File: src/hdl/clock_select_pkg.sv
// Constants for the system clock source selector
package clock_select_pkg;
	// Oscillator mode codes held in the nonvolatile mode field
	localparam logic [2:0] MODE_LOW_POWER_CRYSTAL  = 3'h0;
	localparam logic [2:0] MODE_CRYSTAL_RESONATOR  = 3'h1;
	localparam logic [2:0] MODE_HIGH_SPEED_CRYSTAL = 3'h2;
	localparam logic [2:0] MODE_HS_PLL             = 3'h3;
	localparam logic [2:0] MODE_RC_CLKOUT          = 3'h4;
	localparam logic [2:0] MODE_RC_GPIO            = 3'h5;
	localparam logic [2:0] MODE_EXT_CLKOUT         = 3'h6;
	localparam logic [2:0] MODE_EXT_GPIO           = 3'h7;

	// Register byte offsets
	localparam logic [7:0] OFFSET_OSC_CONTROL = 8'h00;
	localparam logic [7:0] OFFSET_CLOCK_STATUS = 8'h04;
	// Field positions
	localparam int SEL_BIT        = 0;
	localparam int STAT_SECONDARY = 0;
	localparam int STAT_RUNNING   = 1;
	localparam int STAT_MODE_LO   = 2;
	localparam int STAT_SWITCH_N  = 5;
	localparam int STAT_ALLOWED   = 6;
	// Values after reset, and the last quarter
	localparam logic SEL_RESET     = 1'b0;
	localparam logic [1:0] QUARTER_FIRST = 2'h0;
	localparam logic [1:0] QUARTER_LAST  = 2'h3;

	// Counts and times
	localparam logic [19:0] OST_COUNT  = 20'h00400;
	localparam logic [19:0] SYNC_COUNT = 20'h00008;
	localparam int PLL_LOCK_US   = 2000;
	localparam int CLOCK_MHZ     = 250;
	localparam int PLL_LOCK_CYCLES = PLL_LOCK_US * CLOCK_MHZ;
	localparam logic [1:0] PLL_MID_TICKS = 2'h3;
endpackage : clock_select_pkg

File: src/hdl/system_clock_source_select.sv
// System clock source selection, start-up waits and glitch-free switching
//
// Register access over Wishbone and the register offsets were decided locally.
`timescale 1ns/100ps
`default_nettype none

// Contract
// RULE1 - Eight primary modes from fixed three-bit field
// RULE2 - RC mode drives oscillator divided by four
// RULE3 - RC gpio mode: pin becomes port A bit6
// RULE4 - External clock mode drives divide-by-four out
// RULE5 - External gpio mode: pin is general I/O
// RULE6 - External modes switch feedback element off
// RULE7 - External modes apply no start-up wait
// RULE8 - PLL mode multiplies crystal frequency by four
// RULE9 - PLL only in PLL mode, else direct
// RULE10 - Execution held until PLL lock time expires
// RULE11 - Switching only when enable bit programmed zero
// RULE12 - Select zero primary, one secondary oscillator
// RULE13 - Every reset clears the select bit
// RULE14 - Disabled switching forces select to zero
// RULE15 - Control bits seven to one read zero
// RULE16 - Eight target rising edges before using it
// RULE17 - Freeze at first quarter, resume after eight
// RULE18 - Crystal return adds start-up wait
// RULE19 - PLL return adds start-up plus lock wait
// RULE20 - RC/external return waits eight primary cycles
// RULE21 - Start-up wait is 1024 input cycles
// RULE22 - Gate clock cleanly, restart at first quarter
module system_clock_source_select
	import clock_select_pkg::*;
#(
	parameter int PLL_LOCK = PLL_LOCK_CYCLES
)(
	input  wire logic        mclk,
	input  wire logic        srst,
	input  wire logic [2:0]  oscModeStrap,
	input  wire logic        clockSwitchEnableStrap_n,
	input  wire logic        secondaryOscEnable,
	input  wire logic        oscInPin,
	input  wire logic        secondaryOscPin,
	input  wire logic        oscOutPinIn,
	output logic             oscOutPinOut,
	output logic             oscOutPinOe_n,
	input  wire logic        portaBit6Out,
	input  wire logic        portaBit6Drive,
	output logic             portaBit6In,
	output logic             feedbackEnable,
	output logic             pllEnable,
	output logic             cpuRun,
	output logic             sysClkEn,
	output logic [1:0]       quarterPhase,
	output logic             firstQuarterPhase,
	input  wire logic        wb_cyc_i,
	input  wire logic        wb_stb_i,
	input  wire logic        wb_we_i,
	input  wire logic [7:0]  wb_adr_i,
	input  wire logic [3:0]  wb_sel_i,
	input  wire logic [31:0] wb_dat_i,
	output logic [31:0]      wb_dat_o,
	output logic             wb_ack_o
);
	typedef enum logic [2:0] {ST_START, ST_OST, ST_PLL, ST_RUN, ST_SYNC} state_t;

	state_t      state;
	logic [2:0]  modeSel;
	logic        switchEnable_n;
	logic        sysClockSelect;
	logic        onSecondary;
	logic        target;
	logic        inSwitch;
	logic [19:0] waitCnt;
	logic [1:0]  primSync;
	logic [1:0]  secSync;
	logic [1:0]  padSync;
	logic        primPrev;
	logic        secPrev;
	logic        primEdge;
	logic        secEdge;
	logic [15:0] periodCnt;
	logic [15:0] period;
	logic [15:0] subCnt;
	logic [1:0]  midTicks;
	logic        pllTick;
	logic        primTick;
	logic        activeTick;
	logic        targetEdge;
	logic [1:0]  primDiv;
	logic        crystalMode;
	logic        extMode;
	logic        gpioMode;
	logic        switchAllowed;
	logic        wbReq;

	// Nonvolatile fields taken while reset is high
	always_ff @(posedge mclk)
	begin
		if (srst)
		begin
			modeSel        <= oscModeStrap;             // [RULE1]
			switchEnable_n <= clockSwitchEnableStrap_n;
		end
	end

	assign crystalMode   = (modeSel == MODE_LOW_POWER_CRYSTAL) ||
		(modeSel == MODE_CRYSTAL_RESONATOR) || (modeSel == MODE_HIGH_SPEED_CRYSTAL) ||
		(modeSel == MODE_HS_PLL);
	assign extMode       = (modeSel == MODE_EXT_CLKOUT) || (modeSel == MODE_EXT_GPIO);
	assign gpioMode      = (modeSel == MODE_RC_GPIO) || (modeSel == MODE_EXT_GPIO);
	assign switchAllowed = !switchEnable_n && secondaryOscEnable; // [RULE11]

	// Pin synchronisers
	always_ff @(posedge mclk)
	begin
		primSync <= {primSync[0], oscInPin};
		secSync  <= {secSync[0], secondaryOscPin};
		padSync  <= {padSync[0], oscOutPinIn};
		primPrev <= primSync[1];
		secPrev  <= secSync[1];
	end

	assign primEdge = primSync[1] && !primPrev;
	assign secEdge  = secSync[1] && !secPrev;

	// Times-four clock: one tick per edge plus three spread over the period
	always_ff @(posedge mclk)
	begin
		if (srst)
		begin
			periodCnt <= 16'h0000;
			period    <= 16'h0000;
			subCnt    <= 16'h0000;
			midTicks  <= 2'h0;
		end
		else if (primEdge)
		begin
			periodCnt <= 16'h0000;
			period    <= periodCnt + 16'h0001;
			subCnt    <= 16'h0000;
			midTicks  <= 2'h0;
		end
		else
		begin
			periodCnt <= periodCnt + 16'h0001;
			if (pllTick)
			begin
				subCnt   <= 16'h0000;
				midTicks <= midTicks + 2'h1;
			end
			else
			begin
				subCnt <= subCnt + 16'h0001;
			end
		end
	end

	assign pllTick = primEdge || (midTicks != PLL_MID_TICKS && period[15:2] != 14'h0000 &&
		subCnt + 16'h0001 == {2'h0, period[15:2]}); // [RULE8]
	assign primTick   = pllEnable ? pllTick : primEdge; // [RULE9]
	assign activeTick = onSecondary ? secEdge : primTick;
	assign targetEdge = target ? secEdge : primEdge;

	// Mode-fixed pin controls
	always_ff @(posedge mclk)
	begin
		if (srst)
		begin
			pllEnable      <= 1'b0;
			feedbackEnable <= 1'b0;
		end
		else
		begin
			pllEnable      <= (modeSel == MODE_HS_PLL);  // [RULE9]
			feedbackEnable <= !extMode;                  // [RULE6]
		end
	end

	// Divide-by-four of the primary oscillator
	always_ff @(posedge mclk)
	begin
		if (srst)
			primDiv <= 2'h0;
		else if (primEdge)
			primDiv <= primDiv + 2'h1;
	end

	// Second oscillator pin
	always_ff @(posedge mclk)
	begin
		if (srst)
		begin
			oscOutPinOut  <= 1'b0;
			oscOutPinOe_n <= 1'b1;
			portaBit6In   <= 1'b0;
		end
		else if (gpioMode)
		begin
			oscOutPinOut  <= portaBit6Out;               // [RULE3] [RULE5]
			oscOutPinOe_n <= !portaBit6Drive;
			portaBit6In   <= padSync[1];
		end
		else
		begin
			oscOutPinOut  <= primDiv[1];                 // [RULE2] [RULE4]
			oscOutPinOe_n <= crystalMode;
			portaBit6In   <= 1'b0;
		end
	end

	// Select bit
	always_ff @(posedge mclk)
	begin
		if (srst)
			sysClockSelect <= SEL_RESET;                  // [RULE13]
		else if (!switchAllowed)
			sysClockSelect <= 1'b0;                       // [RULE14]
		else if (wbReq && wb_ack_o && wb_we_i && wb_sel_i[0] &&
			wb_adr_i == OFFSET_OSC_CONTROL)
			sysClockSelect <= wb_dat_i[SEL_BIT];          // [RULE12]
	end

	// Start-up and switching sequencer
	always_ff @(posedge mclk)
	begin
		if (srst)
		begin
			state       <= ST_START;
			onSecondary <= 1'b0;
			target      <= 1'b0;
			inSwitch    <= 1'b0;
			waitCnt     <= 20'h00000;
		end
		else
		begin
			unique case (state)
				ST_START:
				begin
					waitCnt  <= 20'h00000;
					inSwitch <= 1'b0;
					state    <= crystalMode ? ST_OST : ST_RUN; // [RULE7]
				end
				ST_OST:
				begin
					if (primEdge)
					begin
						if (waitCnt == OST_COUNT - 20'h00001)  // [RULE21] [RULE18]
						begin
							waitCnt <= 20'h00000;
							if (pllEnable)
								state <= ST_PLL;
							else
								state <= inSwitch ? ST_SYNC : ST_RUN;
						end
						else
							waitCnt <= waitCnt + 20'h00001;
					end
				end
				ST_PLL:
				begin
					if (waitCnt == 20'(PLL_LOCK - 1))          // [RULE10] [RULE19]
					begin
						waitCnt <= 20'h00000;
						state   <= inSwitch ? ST_SYNC : ST_RUN;
					end
					else
						waitCnt <= waitCnt + 20'h00001;
				end
				ST_RUN:
				begin
					// Freeze as the phase wraps to the first quarter
					if (sysClockSelect != onSecondary && activeTick &&
						quarterPhase == QUARTER_LAST)         // [RULE17] [RULE22]
					begin
						target   <= sysClockSelect;
						inSwitch <= 1'b1;
						waitCnt  <= 20'h00000;
						state    <= (!sysClockSelect && crystalMode) ? ST_OST : ST_SYNC;
					end
				end
				ST_SYNC:
				begin
					if (targetEdge)
					begin
						if (waitCnt == SYNC_COUNT - 20'h00001) // [RULE16] [RULE20]
						begin
							onSecondary <= target;
							inSwitch    <= 1'b0;
							waitCnt     <= 20'h00000;
							state       <= ST_RUN;
						end
						else
							waitCnt <= waitCnt + 20'h00001;
					end
				end
			endcase
		end
	end

	assign cpuRun   = (state == ST_RUN);
	assign sysClkEn = cpuRun && activeTick;

	// Instruction quarter phase
	always_ff @(posedge mclk)
	begin
		if (srst)
			quarterPhase <= QUARTER_FIRST;
		else if (state == ST_SYNC)
			quarterPhase <= QUARTER_FIRST;                // [RULE22]
		else if (sysClkEn)
			quarterPhase <= quarterPhase + 2'h1;
	end

	assign firstQuarterPhase = cpuRun && quarterPhase == QUARTER_FIRST;

	// Wishbone slave: ack one cycle after the request
	assign wbReq = wb_cyc_i && wb_stb_i;

	always_ff @(posedge mclk)
	begin
		if (srst)
			wb_ack_o <= 1'b0;
		else
			wb_ack_o <= wbReq && !wb_ack_o;
	end

	always_ff @(posedge mclk)
	begin
		if (srst)
			wb_dat_o <= 32'h00000000;
		else if (wbReq && !wb_ack_o)
		begin
			wb_dat_o <= 32'h00000000;                      // [RULE15]
			if (wb_adr_i == OFFSET_OSC_CONTROL)
				wb_dat_o[SEL_BIT] <= sysClockSelect;
			else if (wb_adr_i == OFFSET_CLOCK_STATUS)
			begin
				wb_dat_o[STAT_SECONDARY] <= onSecondary;
				wb_dat_o[STAT_RUNNING]   <= cpuRun;
				wb_dat_o[STAT_MODE_LO +: 3] <= modeSel;
				wb_dat_o[STAT_SWITCH_N]  <= switchEnable_n;
				wb_dat_o[STAT_ALLOWED]   <= switchAllowed;
			end
		end
	end
endmodule : system_clock_source_select

`default_nettype wire

File: config.mk
export PLATFORM = sky130hd
export DESIGN_NAME = system_clock_source_select
export DESIGN_NICKNAME = d
export VERILOG_FILES = /design/src/hdl/clock_select_pkg.sv /design/src/hdl/system_clock_source_select.sv
export SDC_FILE = /design/constraint.sdc
export NUM_CORES = 1
export LEC_CHECK = 0
export BUFFER_PORTS_ARGS = -buffer_cell sky130_fd_sc_hd__buf_2
export CELL_PAD_IN_SITES_DETAIL_PLACEMENT = 1
export CELL_PAD_IN_SITES_GLOBAL_PLACEMENT = 1
export CORE_UTILIZATION = 37
export CTS_BUF_LIST = sky130_fd_sc_hd__clkbuf_16
export CTS_CLUSTER_DIAMETER = 200
export DETAILED_ROUTE_END_ITERATION = 10
export PLACE_DENSITY = 0.83
export SETUP_SLACK_MARGIN = 0.3
export SLEW_MARGIN = 10
export SYNTH_ARGS = -nofsm -noshare
export SYNTH_HDL_FRONTEND = slang
export SYNTH_SLANG_ARGS = --single-unit
File: constraint.sdc
create_clock -name mclk -period 3.1 [get_ports mclk]
set_clock_uncertainty 0.15 [all_clocks]
set_input_delay 0.31 -clock mclk [delete_from_list [all_inputs] [get_ports mclk]]
set_output_delay 0.31 -clock mclk [all_outputs]
set_load 0.02 [all_outputs]
# Word-level counts from Yosys, hierarchy flattened

Index checks and enable logic that the tools add are counted.

Equality and inequality tests: 24
Muxes and demuxes: 30
Bitwise gates (word level): 2
Add/subtract/negate cells: 6
Reduce and logical (&&, ||, !) cells: 45

Operators with widths:

| operator                | count |
|---|---|
| $mux W20                | 6 |
| $pmux W20 S5            | 1 |
| $add A16 B1 Y16 const B | 2 |
| $mux W3                 | 9 |
| $add A20 B1 Y20 const B | 1 |
| $eq A20 B10 Y1 const B  | 1 |
| $eq A20 B19 Y1 const B  | 1 |
| $eq A20 B3 Y1 const B   | 1 |
| $eq A16 B14 Y1          | 1 |
| $logic_and A1 B1 Y1     | 16 |
| $pmux W3 S5             | 1 |
| $reduce_bool A14 Y1     | 1 |
| $eq A3 B2 Y1 const B    | 4 |
| $eq A3 B3 Y1 const B    | 4 |
| $ne A2 B2 Y1 const B    | 6 |
| $mux W1                 | 9 |
| $eq A8 B3 Y1 const B    | 1 |
| $logic_not A8 Y1        | 1 |
| $reduce_or A2 Y1        | 4 |
| $logic_not A1 Y1        | 7 |
| $mux W7                 | 1 |
| $add A2 B1 Y2 const B   | 3 |
| $eq A3 B1 Y1 const B    | 2 |
| $logic_not A3 Y1        | 2 |
| other kinds (15)        | 22 |

Register bits: 106
Input port bits: 59
Output and inout port bits: 43

# Longest topological paths before layout

Gate-level depths: netlist (run 1).

Word-level depth: 10
Gate-level depth with buffers: 12
Mapped depth without buffers: 9

# Least setup slack after synthesis (run 1)

No wires, ideal clock.

Kind: register to register
Start: register subCnt[0]
End: register waitCnt[15]
Stages on the path, launching flop included: 10
Data required time: 2.828 ns
Setup slack: -0.174 ns
Path buffers: 0
Data arrival time: 3.002 ns
Cell sequence: dfxtp_1 -> ha_1 -> and3_1 -> nand3_1 -> a221o_1 -> or4_4 -> or4_4 -> a21oi_4 -> nor2_2 -> a221o_1

Longest elaborated chain between the ends: 10

RTL lines:

| element                            | line                              | text |
|---|---|---|
| start, declared                    | system_clock_source_select.sv:82  | `logic [15:0] subCnt;` |
| start signal, assigned             | system_clock_source_select.sv:152 | `subCnt <= subCnt + 16'h0001;` |
| $add A16 B1 Y16                    | system_clock_source_select.sv:158 | `subCnt + 16'h0001 == {2'h0, period[15:2]});` |
| $eq A16 B14 Y1                     | system_clock_source_select.sv:158 |  |
| $logic_and A1 B1 Y1                | system_clock_source_select.sv:157 | `assign pllTick = primEdge \|\| (midTicks != PLL_MID_TICKS && period[15:2] != 14'h0000 &&` |
| $logic_or A1 B1 Y1                 | system_clock_source_select.sv:157 |  |
| $mux W1                            | system_clock_source_select.sv:159 | `assign primTick = pllEnable ? pllTick : primEdge;` |
| $mux W1                            | system_clock_source_select.sv:160 | `assign activeTick = onSecondary ? secEdge : primTick;` |
| $logic_and A1 B1 Y1 (2 in a row)   | system_clock_source_select.sv:271 | `if (sysClockSelect != onSecondary && activeTick &&` |
| $ne A2 B1 Y1 (no source line)      | n/a                               |  |
| $reduce_and A3 Y1 (no source line) | n/a                               |  |
| end signal, assigned               | system_clock_source_select.sv:255 | `waitCnt <= waitCnt + 20'h00001;` |
| end signal, assigned               | system_clock_source_select.sv:266 | `waitCnt <= waitCnt + 20'h00001;` |
| end signal, assigned               | system_clock_source_select.sv:292 | `waitCnt <= waitCnt + 20'h00001;` |
| end, declared                      | system_clock_source_select.sv:72  | `logic [19:0] waitCnt;` |

Every way passes these cells.
A chain may end at the register's enable or synchronous reset.

# Final worst setup path (run 1)

Start: register subCnt[0]
End: output port sysClkEn

Longest elaborated chain between the ends: 7

RTL lines:

| element             | line                              | text |
|---|---|---|
| $add A16 B1 Y16     | system_clock_source_select.sv:158 |  |
| $eq A16 B14 Y1      | system_clock_source_select.sv:158 |  |
| $logic_and A1 B1 Y1 | system_clock_source_select.sv:157 |  |
| $logic_or A1 B1 Y1  | system_clock_source_select.sv:157 |  |
| $mux W1             | system_clock_source_select.sv:159 |  |
| $mux W1             | system_clock_source_select.sv:160 |  |
| $logic_and A1 B1 Y1 | system_clock_source_select.sv:300 | `assign sysClkEn = cpuRun && activeTick;` |
| end, declared       | system_clock_source_select.sv:51  | `output logic sysClkEn,` |

Every way passes these cells.

==> results of run 1 <==
how the worst min path moves through the flow:
stage | startpoint | depth (start not counted) | endpoint
6_report | secondaryOscEnable | 2 | sysClockSelect$_SDFFE_PP0P_
3_3_place_gp | padSync[0]$_DFF_P_ | 0 | padSync[1]$_DFF_P_
2_1_floorplan | padSync[0]$_DFF_P_ | 0 | padSync[1]$_DFF_P_
4_1_cts | secondaryOscEnable | 2 | sysClockSelect$_SDFFE_PP0P_
3_5_place_dp | secSync[0]$_DFF_P_ | 0 | secSync[1]$_DFF_P_
5_1_grt | secondaryOscEnable | 2 | sysClockSelect$_SDFFE_PP0P_
flip-flops by register name (all words and copies together), names as in the netlist, 3 cells and up:
signal / cells
wb_dat_o: 7
waitCnt: 20
modeSel: 3
period: 14
periodCnt: 16
state: 3
subCnt: 16
cell type report:
class / count / area (µm²)
inverter: 26 / 97.6
timing repair buffer: 126 / 957
clock buffer: 9 / 225
sequential: 104 / 2130
multi-input combinational: 476 / 3150
clock inverter: 7 / 62.6
tap: 180 / 225
fill: 1642 / 7190
synthesized netlist by cell type, drive strengths merged (7+ instances only):
cell / count / area (µm²)
dfxtp: 100 / 2000
nor2: 94 / 355
nand2: 48 / 180
buf: 42 / 293
xnor2: 34 / 298
nand3: 28 / 140
inv: 26 / 97.6
clkbuf: 20 / 75.1
a211oi: 19 / 143
a21oi: 18 / 101
o21ai: 17 / 85.1
nand4: 15 / 93.8
and3: 14 / 88.8
nor3: 14 / 70.1
xor2: 14 / 123
nor4: 11 / 68.8
or4: 10 / 86.3
o31ai: 9 / 67.6
a211o: 8 / 75.1
a311oi: 7 / 61.3
nand2b: 7 / 43.8
metrics by stage:
step / hold WS (ns) / area, µm²
after floorplan: 0.160 / 5580
after global placement: 0.162 / 6100
after detailed placement: 0.166 / 6100
after CTS: 0.0822 / 6730
after global routing: 0.0848 / 6850
final: 0.0876 / 6850
power by group through the flow:
stage          Combinational (mW)  Sequential (mW)  Clock (mW)
5_1_grt                      1.22             1.51        1.22
6_report                     1.14             1.50        1.15
3_5_place_dp                0.860             1.52           0
4_1_cts                      1.08             1.49        1.16
3_3_place_gp                0.809             1.51           0
2_1_floorplan               0.638             1.47           0
cells by family after synthesis:
| group | Yosys count |
|---|---|
| mux | 7 |
| flops | 104 |
| fa+ha+maj | 6 |
| compound gates | 121 |
| other cells | 1 |
| simple gates | 268 |
| buf+inv | 88 |
| xor+xnor | 49 |
critical path, stage by stage, from the launching register on:
cell     delay (ns)
dfxtp_4        0.37
buf_6          0.10
and4_4         0.26
and4_4         0.26
xnor2_4        0.07
or4_4          0.56
nor4_4         0.33
o31ai_2        0.11
or2_4          0.28
inv_2          0.06
buf_6          0.11
repair_timing:
| action | CTS | global route |
|---|---|---|
| setup buffers | 12 | 4 |
| gates resized for setup | 40 | 18 |
| pin swaps | 9 | 12 |
| hold buffers | 8 | 0 |
| setup endpoints to repair | 27 | 46 |
| hold endpoints to repair | 8 | 0 |
| gates cloned | 0 | 0 |
routing by layer:
| metal | part of all wire [%] | wire length, µm | vias up |
|---|---|---|---|
| li1 | - | - | 2444 |
| met1 | 42 | 7130 | 2567 |
| met2 | 51 | 8580 | 125 |
| met3 | 3.9 | 656 | 44 |
| met4 | 3.3 | 553 | 0 |
| met5 | 0 | 0 | - |
==> results.json, run 1 <==
{
  "dpl.cell_count": 888,
  "busiest_layer": "met2",
  "synthesis.area_um2": 5410,
  "ys_types": 67,
  "post-route-util_pct": 48.8,
  "final-max-slew-violation-count": 0,
  "p_total_mw": 3.80,
  "layout_common_cells": "95 x dfxtp_1, 90 x nor2_1, 61 x buf_4",
  "wire_per_inst_um": 18.2,
  "r2r_start": "subCnt[0]$_SDFF_PP0_",
  "routed_wl_um": 16900,
  "synth-edff-count": 4,
  "grt_first_pass_wirelength_um": 26900,
  "cts_tree": "yes",
  "gp_congestion": 0.860,
  "drtIter0Drc": 387,
  "period_share_pct": 108,
  "clkPwrFrac_pct": 30.3,
  "grt_util_met3_pct": 4.80,
  "layout_commonest_cell": "dfxtp_1",
  "crit_path_end": "sysClkEn",
  "vias": 5180,
  "final_net_count": 808,
  "setup_viol": 20,
  "r2r_end": "waitCnt[15]$_SDFFE_PP0P_",
  "p_leak_nw": 2.64,
  "grt_antenna_before_repair": 0,
  "power_density_nw_per_um2": 554,
  "tightest_slew_ns": 0.752,
  "p_sw_share_pct": 33.5,
  "fin_crit_ns": 3.35,
  "grt_pass1_vias": 5484,
  "yosysSeqAreaShare_pct": 39.2,
  "cts_buffer_depth": 2,
  "initial_utilization_pct": 38.5,
  "switchingPower_mw": 1.27,
  "grt_use_met2_pct": 41.4,
  "die_y_um": 123,
  "crit_start": "subCnt[0]$_SDFF_PP0_",
  "clk_pin_slew_worst_paths_ns": 0.07,
  "place_ws_ns": -0.188,
  "hold_class": "in2reg",
  "overflow": 0,
  "globalRouteTotalUtil_pct": 23.0,
  "reg2reg_slack_ns": -0.11,
  "clock_sinks": 104,
  "required_ns": 2.64,
  "synth_top_family_by_area": "simple AND/OR/NAND/NOR gates",
  "start_kind": "flip-flop",
  "cp-end-kind": "output pin",
  "htreeDepth": 3,
  "synth_compound_area_share_pct": 16.5,
  "setup_slack_ns": -0.246,
  "rsz0062_at_grt": "true",
  "cts_buffers": 9,
  "share_seq_of_total_power_pct": 39.6,
  "crit_type": "reg2out",
  "muxShareOfSynthArea_pct": 1.34,
  "setup_tns_ns": -1.10,
  "rows": 43,
  "fmax_ghz": 0.299,
  "drcViolationCount": 0,
  "synth-xor-area-share_pct": 8.19,
  "relSlewSlack_pct": 49.5,
  "synthAdderAreaFrac_pct": 1.39,
  "ys.flop_type": "dfxtp_1",
  "crit_arrival_ns": 2.89,
  "yosysWarnings": 0,
  "viasPerCell": 5.58,
  "yosys.area_share.simple_pct": 24.7,
  "dr.pass1.iters": 4,
  "ys_ff_latch": 104,
  "antenna-diode-count": 0,
  "area_growth_pct": 26.6,
  "ant_nets": 0,
  "die-area_um2": 15100,
  "hold_violations": 0,
  "num_io_pins": 102,
  "violations": "negative setup slack",
  "grtUsageMet1_pct": 25.8,
  "io_buffer_count": 42,
  "dp_hpwl_um": 11100,
  "core_um2": 14000,
  "power.internal_mw": 2.52,
  "async_flop_share_pct": 0,
  "power_frac_comb_pct": 30.1,
  "clkLatencyLatePin_ns": 0.36,
  "root_buffer": "clkbuf_16",
  "ff2ff_path_depth": 10,
  "finalNonFillerCells": 928,
  "final_layout_size_suffix_gt1_share_pct": 25.4,
  "drv_cap": 0,
  "worstPathMaxFanout": 4,
  "grt_max_degree": 59,
  "avgSynthCellArea_um2": 8.40,
  "die_w_um": 123,
  "outcome": "finished with violations",
  "synthCells": 644,
  "peakVddDrop_mv": 0.275
}
(Power assumes the default switching activity.)
==> run 2, diff against run 1 <==
--- a/config.mk
+++ b/config.mk
@@ -8,11 +8,11 @@
 export BUFFER_PORTS_ARGS = -buffer_cell sky130_fd_sc_hd__buf_2
 export CELL_PAD_IN_SITES_DETAIL_PLACEMENT = 1
 export CELL_PAD_IN_SITES_GLOBAL_PLACEMENT = 1
-export CORE_UTILIZATION = 37
+export CORE_UTILIZATION = 41
 export CTS_BUF_LIST = sky130_fd_sc_hd__clkbuf_16
 export CTS_CLUSTER_DIAMETER = 200
 export DETAILED_ROUTE_END_ITERATION = 10
-export PLACE_DENSITY = 0.83
+export PLACE_DENSITY = 0.86
 export SETUP_SLACK_MARGIN = 0.3
 export SLEW_MARGIN = 10
 export SYNTH_ARGS = -nofsm -noshare
==> constraint.sdc (replaced) <==
create_clock -name mclk -period 3.8 [get_ports mclk]
set_clock_uncertainty 0.15 [all_clocks]
set_input_delay 0.38 -clock mclk [delete_from_list [all_inputs] [get_ports mclk]]
set_output_delay 0.38 -clock mclk [all_outputs]
set_load 0.02 [all_outputs]
==> results.json, run 2 (synthesis gave the netlist of run 1 again) <==
{
  "globalRouteTotalUtil_pct": 22.4,
  "rsz0062_at_grt": "false",
  "crit_arrival_ns": 2.87,
  "path_delay_family": "simple AND/OR/NAND/NOR gates",
  "hold_class": "in2reg",
  "die-area_um2": 13700,
  "power.internal_mw": 1.92,
  "top_register": "waitCnt",
  "cpMostUsedCell": "and4_4",
  "cp-end-kind": "output pin",
  "clk_pin_slew_worst_paths_ns": 0.07,
  "place_area_um2": 5640,
  "crit_chain": "buf_6 > and4_4 > and4_4 > xnor2_2 > or4_4 > nor4_4 > o31ai_2 > or2_4 > inv_1 > buf_4",
  "grt_first_pass_wirelength_um": 23800,
  "p_sw_share_pct": 32.8,
  "drtIter0Drc": 332,
  "root_buffer": "clkbuf_16",
  "start_kind": "flip-flop",
  "p_leak_nw": 2.27,
  "hold_violations": 0,
  "grt_max_degree": 59,
  "drcViolationCount": 0,
  "crit_type": "reg2out",
  "cts_tree": "yes",
  "setup_viol": 0,
  "relSlewSlack_pct": 48.6,
  "vias": 4872,
  "setup_tns_ns": 0,
  "outcome": "finished, final reports clean",
  "stdcell_area_um2": 6150,
  "share_seq_of_total_power_pct": 42.7,
  "clock_sinks": 104,
  "setup_slack_ns": 0.396,
  "fin_crit_ns": 3.40,
  "htreeDepth": 3,
  "initial_utilization_pct": 42.5,
  "tightest_slew_ns": 0.760,
  "dr.pass1.iters": 4,
  "overflow": 0,
  "fmax_ghz": 0.294,
  "core_um2": 12700,
  "rows": 41,
  "finalNonFillerCells": 858,
  "crit_path_max_incr_delay_ns": 0.59,
  "layout_common_cells": "91 x nor2_1, 91 x dfxtp_1, 47 x nand2_1",
  "largest_reg_flops": 20,
  "wire_per_inst_um": 17.2,
  "required_ns": 3.27,
  "peakVddDrop_mv": 0.250,
  "grt_antenna_before_repair": 0,
  "cts_buffers": 9,
  "reg.largest.list": "waitCnt (20), periodCnt (16), subCnt (16)",
  "power_frac_comb_pct": 23.3,
  "gp_congestion": 0.864,
  "num_io_pins": 102,
  "clkLatencyLatePin_ns": 0.36,
  "dp_hpwl_um": 10300,
  "drv_cap": 0,
  "die_y_um": 117,
  "die_w_um": 117,
  "viasPerCell": 5.68,
  "routed_wl_um": 14800,
  "cpMaxStageDelayCell": "or4_4",
  "final-max-slew-violation-count": 0,
  "grt_pass1_vias": 4916,
  "io_buffer_count": 42,
  "area_growth_pct": 13.7,
  "antenna-diode-count": 0,
  "clkPwrFrac_pct": 33.9,
  "worstPathMaxFanout": 5,
  "final_layout_size_suffix_gt1_share_pct": 16.9,
  "period_share_pct": 89.6,
  "ant_nets": 0,
  "power_density_nw_per_um2": 465,
  "place_ws_ns": 0.169,
  "dpl.cell_count": 831,
  "cp.buffers_inverters": 3,
  "cts_buffer_depth": 2,
  "switchingPower_mw": 0.936,
  "hold_slack_ns": 0.0460,
  "final_net_count": 746
}
-- run 2: layout make-up --
class,instances,area [µm²]
multi-input cells,476,3000
clock buffers,10,250
flip-flops and latches,104,2140
repair buffers,64,389
well taps,172,215
clock inverters,6,56.3
fillers,1569,6580
inverters,26,97.6
-- run 2: routing by layer --
| layer | GRT usage [%] | routed length [µm] | vias to the layer above | share of wire (%) |
|---|---|---|---|---|
| li1 | - | - | 2323 | - |
| met5 | 0 | 0 | - | 0 |
| met3 | 4.79 | 647 | 20 | 4.4 |
| met4 | 7.17 | 259 | 0 | 1.8 |
| met2 | 38.5 | 7240 | 127 | 49 |
| met1 | 27.9 | 6620 | 2402 | 45 |
-- run 2: final timing paths --
check | startpoint | endpoint | slack, ns | cells after the start
setup reg to reg | subCnt[3]$_SDFF_PP0_ | waitCnt[19]$_SDFFE_PP0P_ | 0.43 | 10
hold / removal | oscModeStrap[0] | modeSel[0]$_DFFE_PP_ | 0.05 | 1
hold reg to reg | secSync[0]$_DFF_P_ | secSync[1]$_DFF_P_ | 0.18 | 0
setup / recovery | subCnt[0]$_SDFF_PP0_ | sysClkEn | 0.40 | 10
-- run 2: power groups by stage --
stage / Combinational (mW) / Sequential (mW) / Clock, mW
after floorplan: 0.510 / 1.20 / 0
after global placement: 0.607 / 1.24 / 0
after detailed placement: 0.639 / 1.24 / 0
after CTS: 0.655 / 1.22 / 1.00
after global routing: 0.726 / 1.23 / 1.03
final: 0.667 / 1.22 / 0.969
-- run 2: metrics by stage --
step | power [mW] | utilization, %
floorplan | 1.71 | -
global placement | 1.84 | 44.3
finish | 2.86 | 48.3
global route | 2.99 | 48.3
detailed placement | 1.88 | 44.3
CTS | 2.87 | 47.5
-- run 2: what timing repair did --
item                                    4_1_cts  5_1_grt
hold buffers                                  3        0
buffers inserted                              2        6
gates resized for setup                      19       13
hold endpoints to repair                      3        0
endpoints found under the setup margin       15        2
pin swaps                                     4        6
==> run 3, diff against run 2 <==
--- a/config.mk
+++ b/config.mk
@@ -5,13 +5,13 @@
 export SDC_FILE = /design/constraint.sdc
 export NUM_CORES = 1
 export LEC_CHECK = 0
-export BUFFER_PORTS_ARGS = -buffer_cell sky130_fd_sc_hd__buf_2
 export CELL_PAD_IN_SITES_DETAIL_PLACEMENT = 1
 export CELL_PAD_IN_SITES_GLOBAL_PLACEMENT = 1
-export CORE_UTILIZATION = 41
+export CORE_UTILIZATION = 47
 export CTS_BUF_LIST = sky130_fd_sc_hd__clkbuf_16
 export CTS_CLUSTER_DIAMETER = 200
 export DETAILED_ROUTE_END_ITERATION = 10
+export DONT_BUFFER_PORTS = 1
 export PLACE_DENSITY = 0.86
 export SETUP_SLACK_MARGIN = 0.3
 export SLEW_MARGIN = 10
==> results.json, run 3 (synthesis gave the netlist of run 1 again) <==
{
  "viasPerCell": 6.02,
  "cts_buffers": 9,
  "largest_reg_flops": 20,
  "r2r_start": "subCnt[0]$_SDFF_PP0_",
  "fmax_ghz": 0.291,
  "p_total_mw": 2.73,
  "rsz0062_at_grt": "true",
  "top_layer": "met4",
  "clock_sinks": 104,
  "htreeDepth": 3,
  "drv_cap": 0,
  "wl_met3_um": 739,
  "routed_wl_um": 14700,
  "period_share_pct": 90.4,
  "hold_class": "in2reg",
  "final_net_count": 704,
  "dp_hpwl_um": 9930,
  "fillers": 1322,
  "final-max-slew-violation-count": 0,
  "crit_start": "subCnt[0]$_SDFF_PP0_",
  "r2r_end": "waitCnt[2]$_SDFFE_PP0P_",
  "p_leak_nw": 2.03,
  "worstPathMaxFanout": 6,
  "dpl.cell_count": 755,
  "reg2reg_slack_ns": 0.39,
  "power_density_nw_per_um2": 468,
  "wire_per_inst_um": 18.7,
  "crit_path_end": "sysClkEn",
  "initial_utilization_pct": 49.0,
  "num_io_pins": 102,
  "fin_crit_ns": 3.44,
  "grt_first_pass_wirelength_um": 23600,
  "die-area_um2": 11900,
  "setup_tns_ns": 0,
  "start_kind": "flip-flop",
  "overflow": 0,
  "hold_slack_ns": 0.0393,
  "antenna-diode-count": 0,
  "io_buffer_count": 0,
  "drtIter0Drc": 201,
  "top_register": "waitCnt",
  "multiInputGateArea_um2": 2970,
  "rows": 38,
  "place_area_um2": 5380,
  "drcViolationCount": 0,
  "root_buffer": "clkbuf_16",
  "core_um2": 11000,
  "crit_type": "reg2out",
  "required_ns": 3.27,
  "crit_arrival_ns": 2.91,
  "grt_max_degree": 45,
  "clkLatencyLatePin_ns": 0.35,
  "layout_common_cells": "92 x nor2_1, 90 x dfxtp_1, 48 x nand2_1",
  "ant_nets": 0,
  "reg.largest.list": "waitCnt (20), periodCnt (16), subCnt (16)",
  "grt_antenna_before_repair": 0,
  "grt_pass1_vias": 4803,
  "outcome": "finished, final reports clean",
  "finalNonFillerCells": 784,
  "cts_tree": "yes",
  "seq_area_um2": 2140,
  "post-route-util_pct": 53.0,
  "setup_slack_ns": 0.364,
  "globalRouteTotalUtil_pct": 25.8,
  "min_from": "secondaryOscEnable",
  "wl_met2_um": 7300,
  "peakVddDrop_mv": 0.346,
  "hold_violations": 0,
  "setup_viol": 0,
  "cts_buffer_depth": 2,
  "final_layout_size_suffix_gt1_share_pct": 10.2,
  "dr.pass1.iters": 4,
  "place_ws_ns": 0.166,
  "vias": 4720,
  "area_growth_pct": 8.03,
  "relSlewSlack_pct": 51.3,
  "cp-end-kind": "output pin",
  "drt-met1-wl_um": 6320,
  "ff2ff_path_depth": 10,
  "die_y_um": 109,
  "stdcell_area_um2": 5840,
  "tightest_slew_ns": 0.720,
  "die_w_um": 109,
  "layout_commonest_cell": "nor2_1",
  "gp_congestion": 0.872,
  "clk_pin_slew_worst_paths_ns": 0.07
}
## run 3: changes by cell type in the layout (fill, tap and decap cells not counted), moves of 2 or more
cell | previous run | this run
dfxtp_4 | 3 | 1
buf_2 | 41 | 0
dlygate4sd3_1 | 3 | 8
buf_4 | 19 | 13
dfxtp_2 | 6 | 9
inv_1 | 27 | 25
clkinv_1 | 2 | 4
## run 3: cell type report
cell class | instances | share of cell area, %
Sequential cell | 104 | 36.6
Inverter | 26 | 1.67
Clock buffer | 9 | 3.86
Multi-Input combinational cell | 476 | 50.9
Clock inverter | 7 | 0.621
Timing Repair Buffer | 22 | 3.38
Tap cell | 140 | 3.00
## run 3: power by group
part           total, mW  internal, mW  leakage (nW)  switching [mW]
logic              0.652         0.229          1.05           0.423
clock network      0.853         0.437         0.126           0.416
registers           1.23          1.14         0.858          0.0828
## run 3: worst min-delay path by stage
stage / end / slack (ns) / cells after the start
6_report: sysClockSelect$_SDFFE_PP0P_ / 0.04 / 1
5_1_grt: waitCnt[5]$_SDFFE_PP0P_ / 0.04 / 2
4_1_cts: sysClockSelect$_SDFFE_PP0P_ / 0.03 / 1
3_5_place_dp: primSync[1]$_DFF_P_ / 0.17 / 0
3_3_place_gp: padSync[1]$_DFF_P_ / 0.16 / 0
2_1_floorplan: padSync[1]$_DFF_P_ / 0.16 / 0
## run 3: timing repair
action | 4_1_cts | 5_1_grt
pin swaps | 2 | 2
cloned | 0 | 0
endpoints found under the setup margin | 11 | 7
resized for setup | 14 | 10
buffers inserted | 3 | 1
hold endpoints to repair | 52 | 0
hold buffers | 9 | 0
## run 3: per-layer routing
layer / vias up / track usage [%]
met3: 31 / 5.80
met4: 0 / 11.6
met2: 127 / 43.5
li1: 2232 / -
met1: 2330 / 31.3
met5: - / 0
## run 3: critical path: stages (launching register included)
cell     delay, ns
dfxtp_4       0.39
ha_4          0.18
and3_4        0.23
nand3_1       0.10
a221o_1       0.32
or4_4         0.56
nor4_4        0.30
o31ai_2       0.10
or2_4         0.27
inv_2         0.10
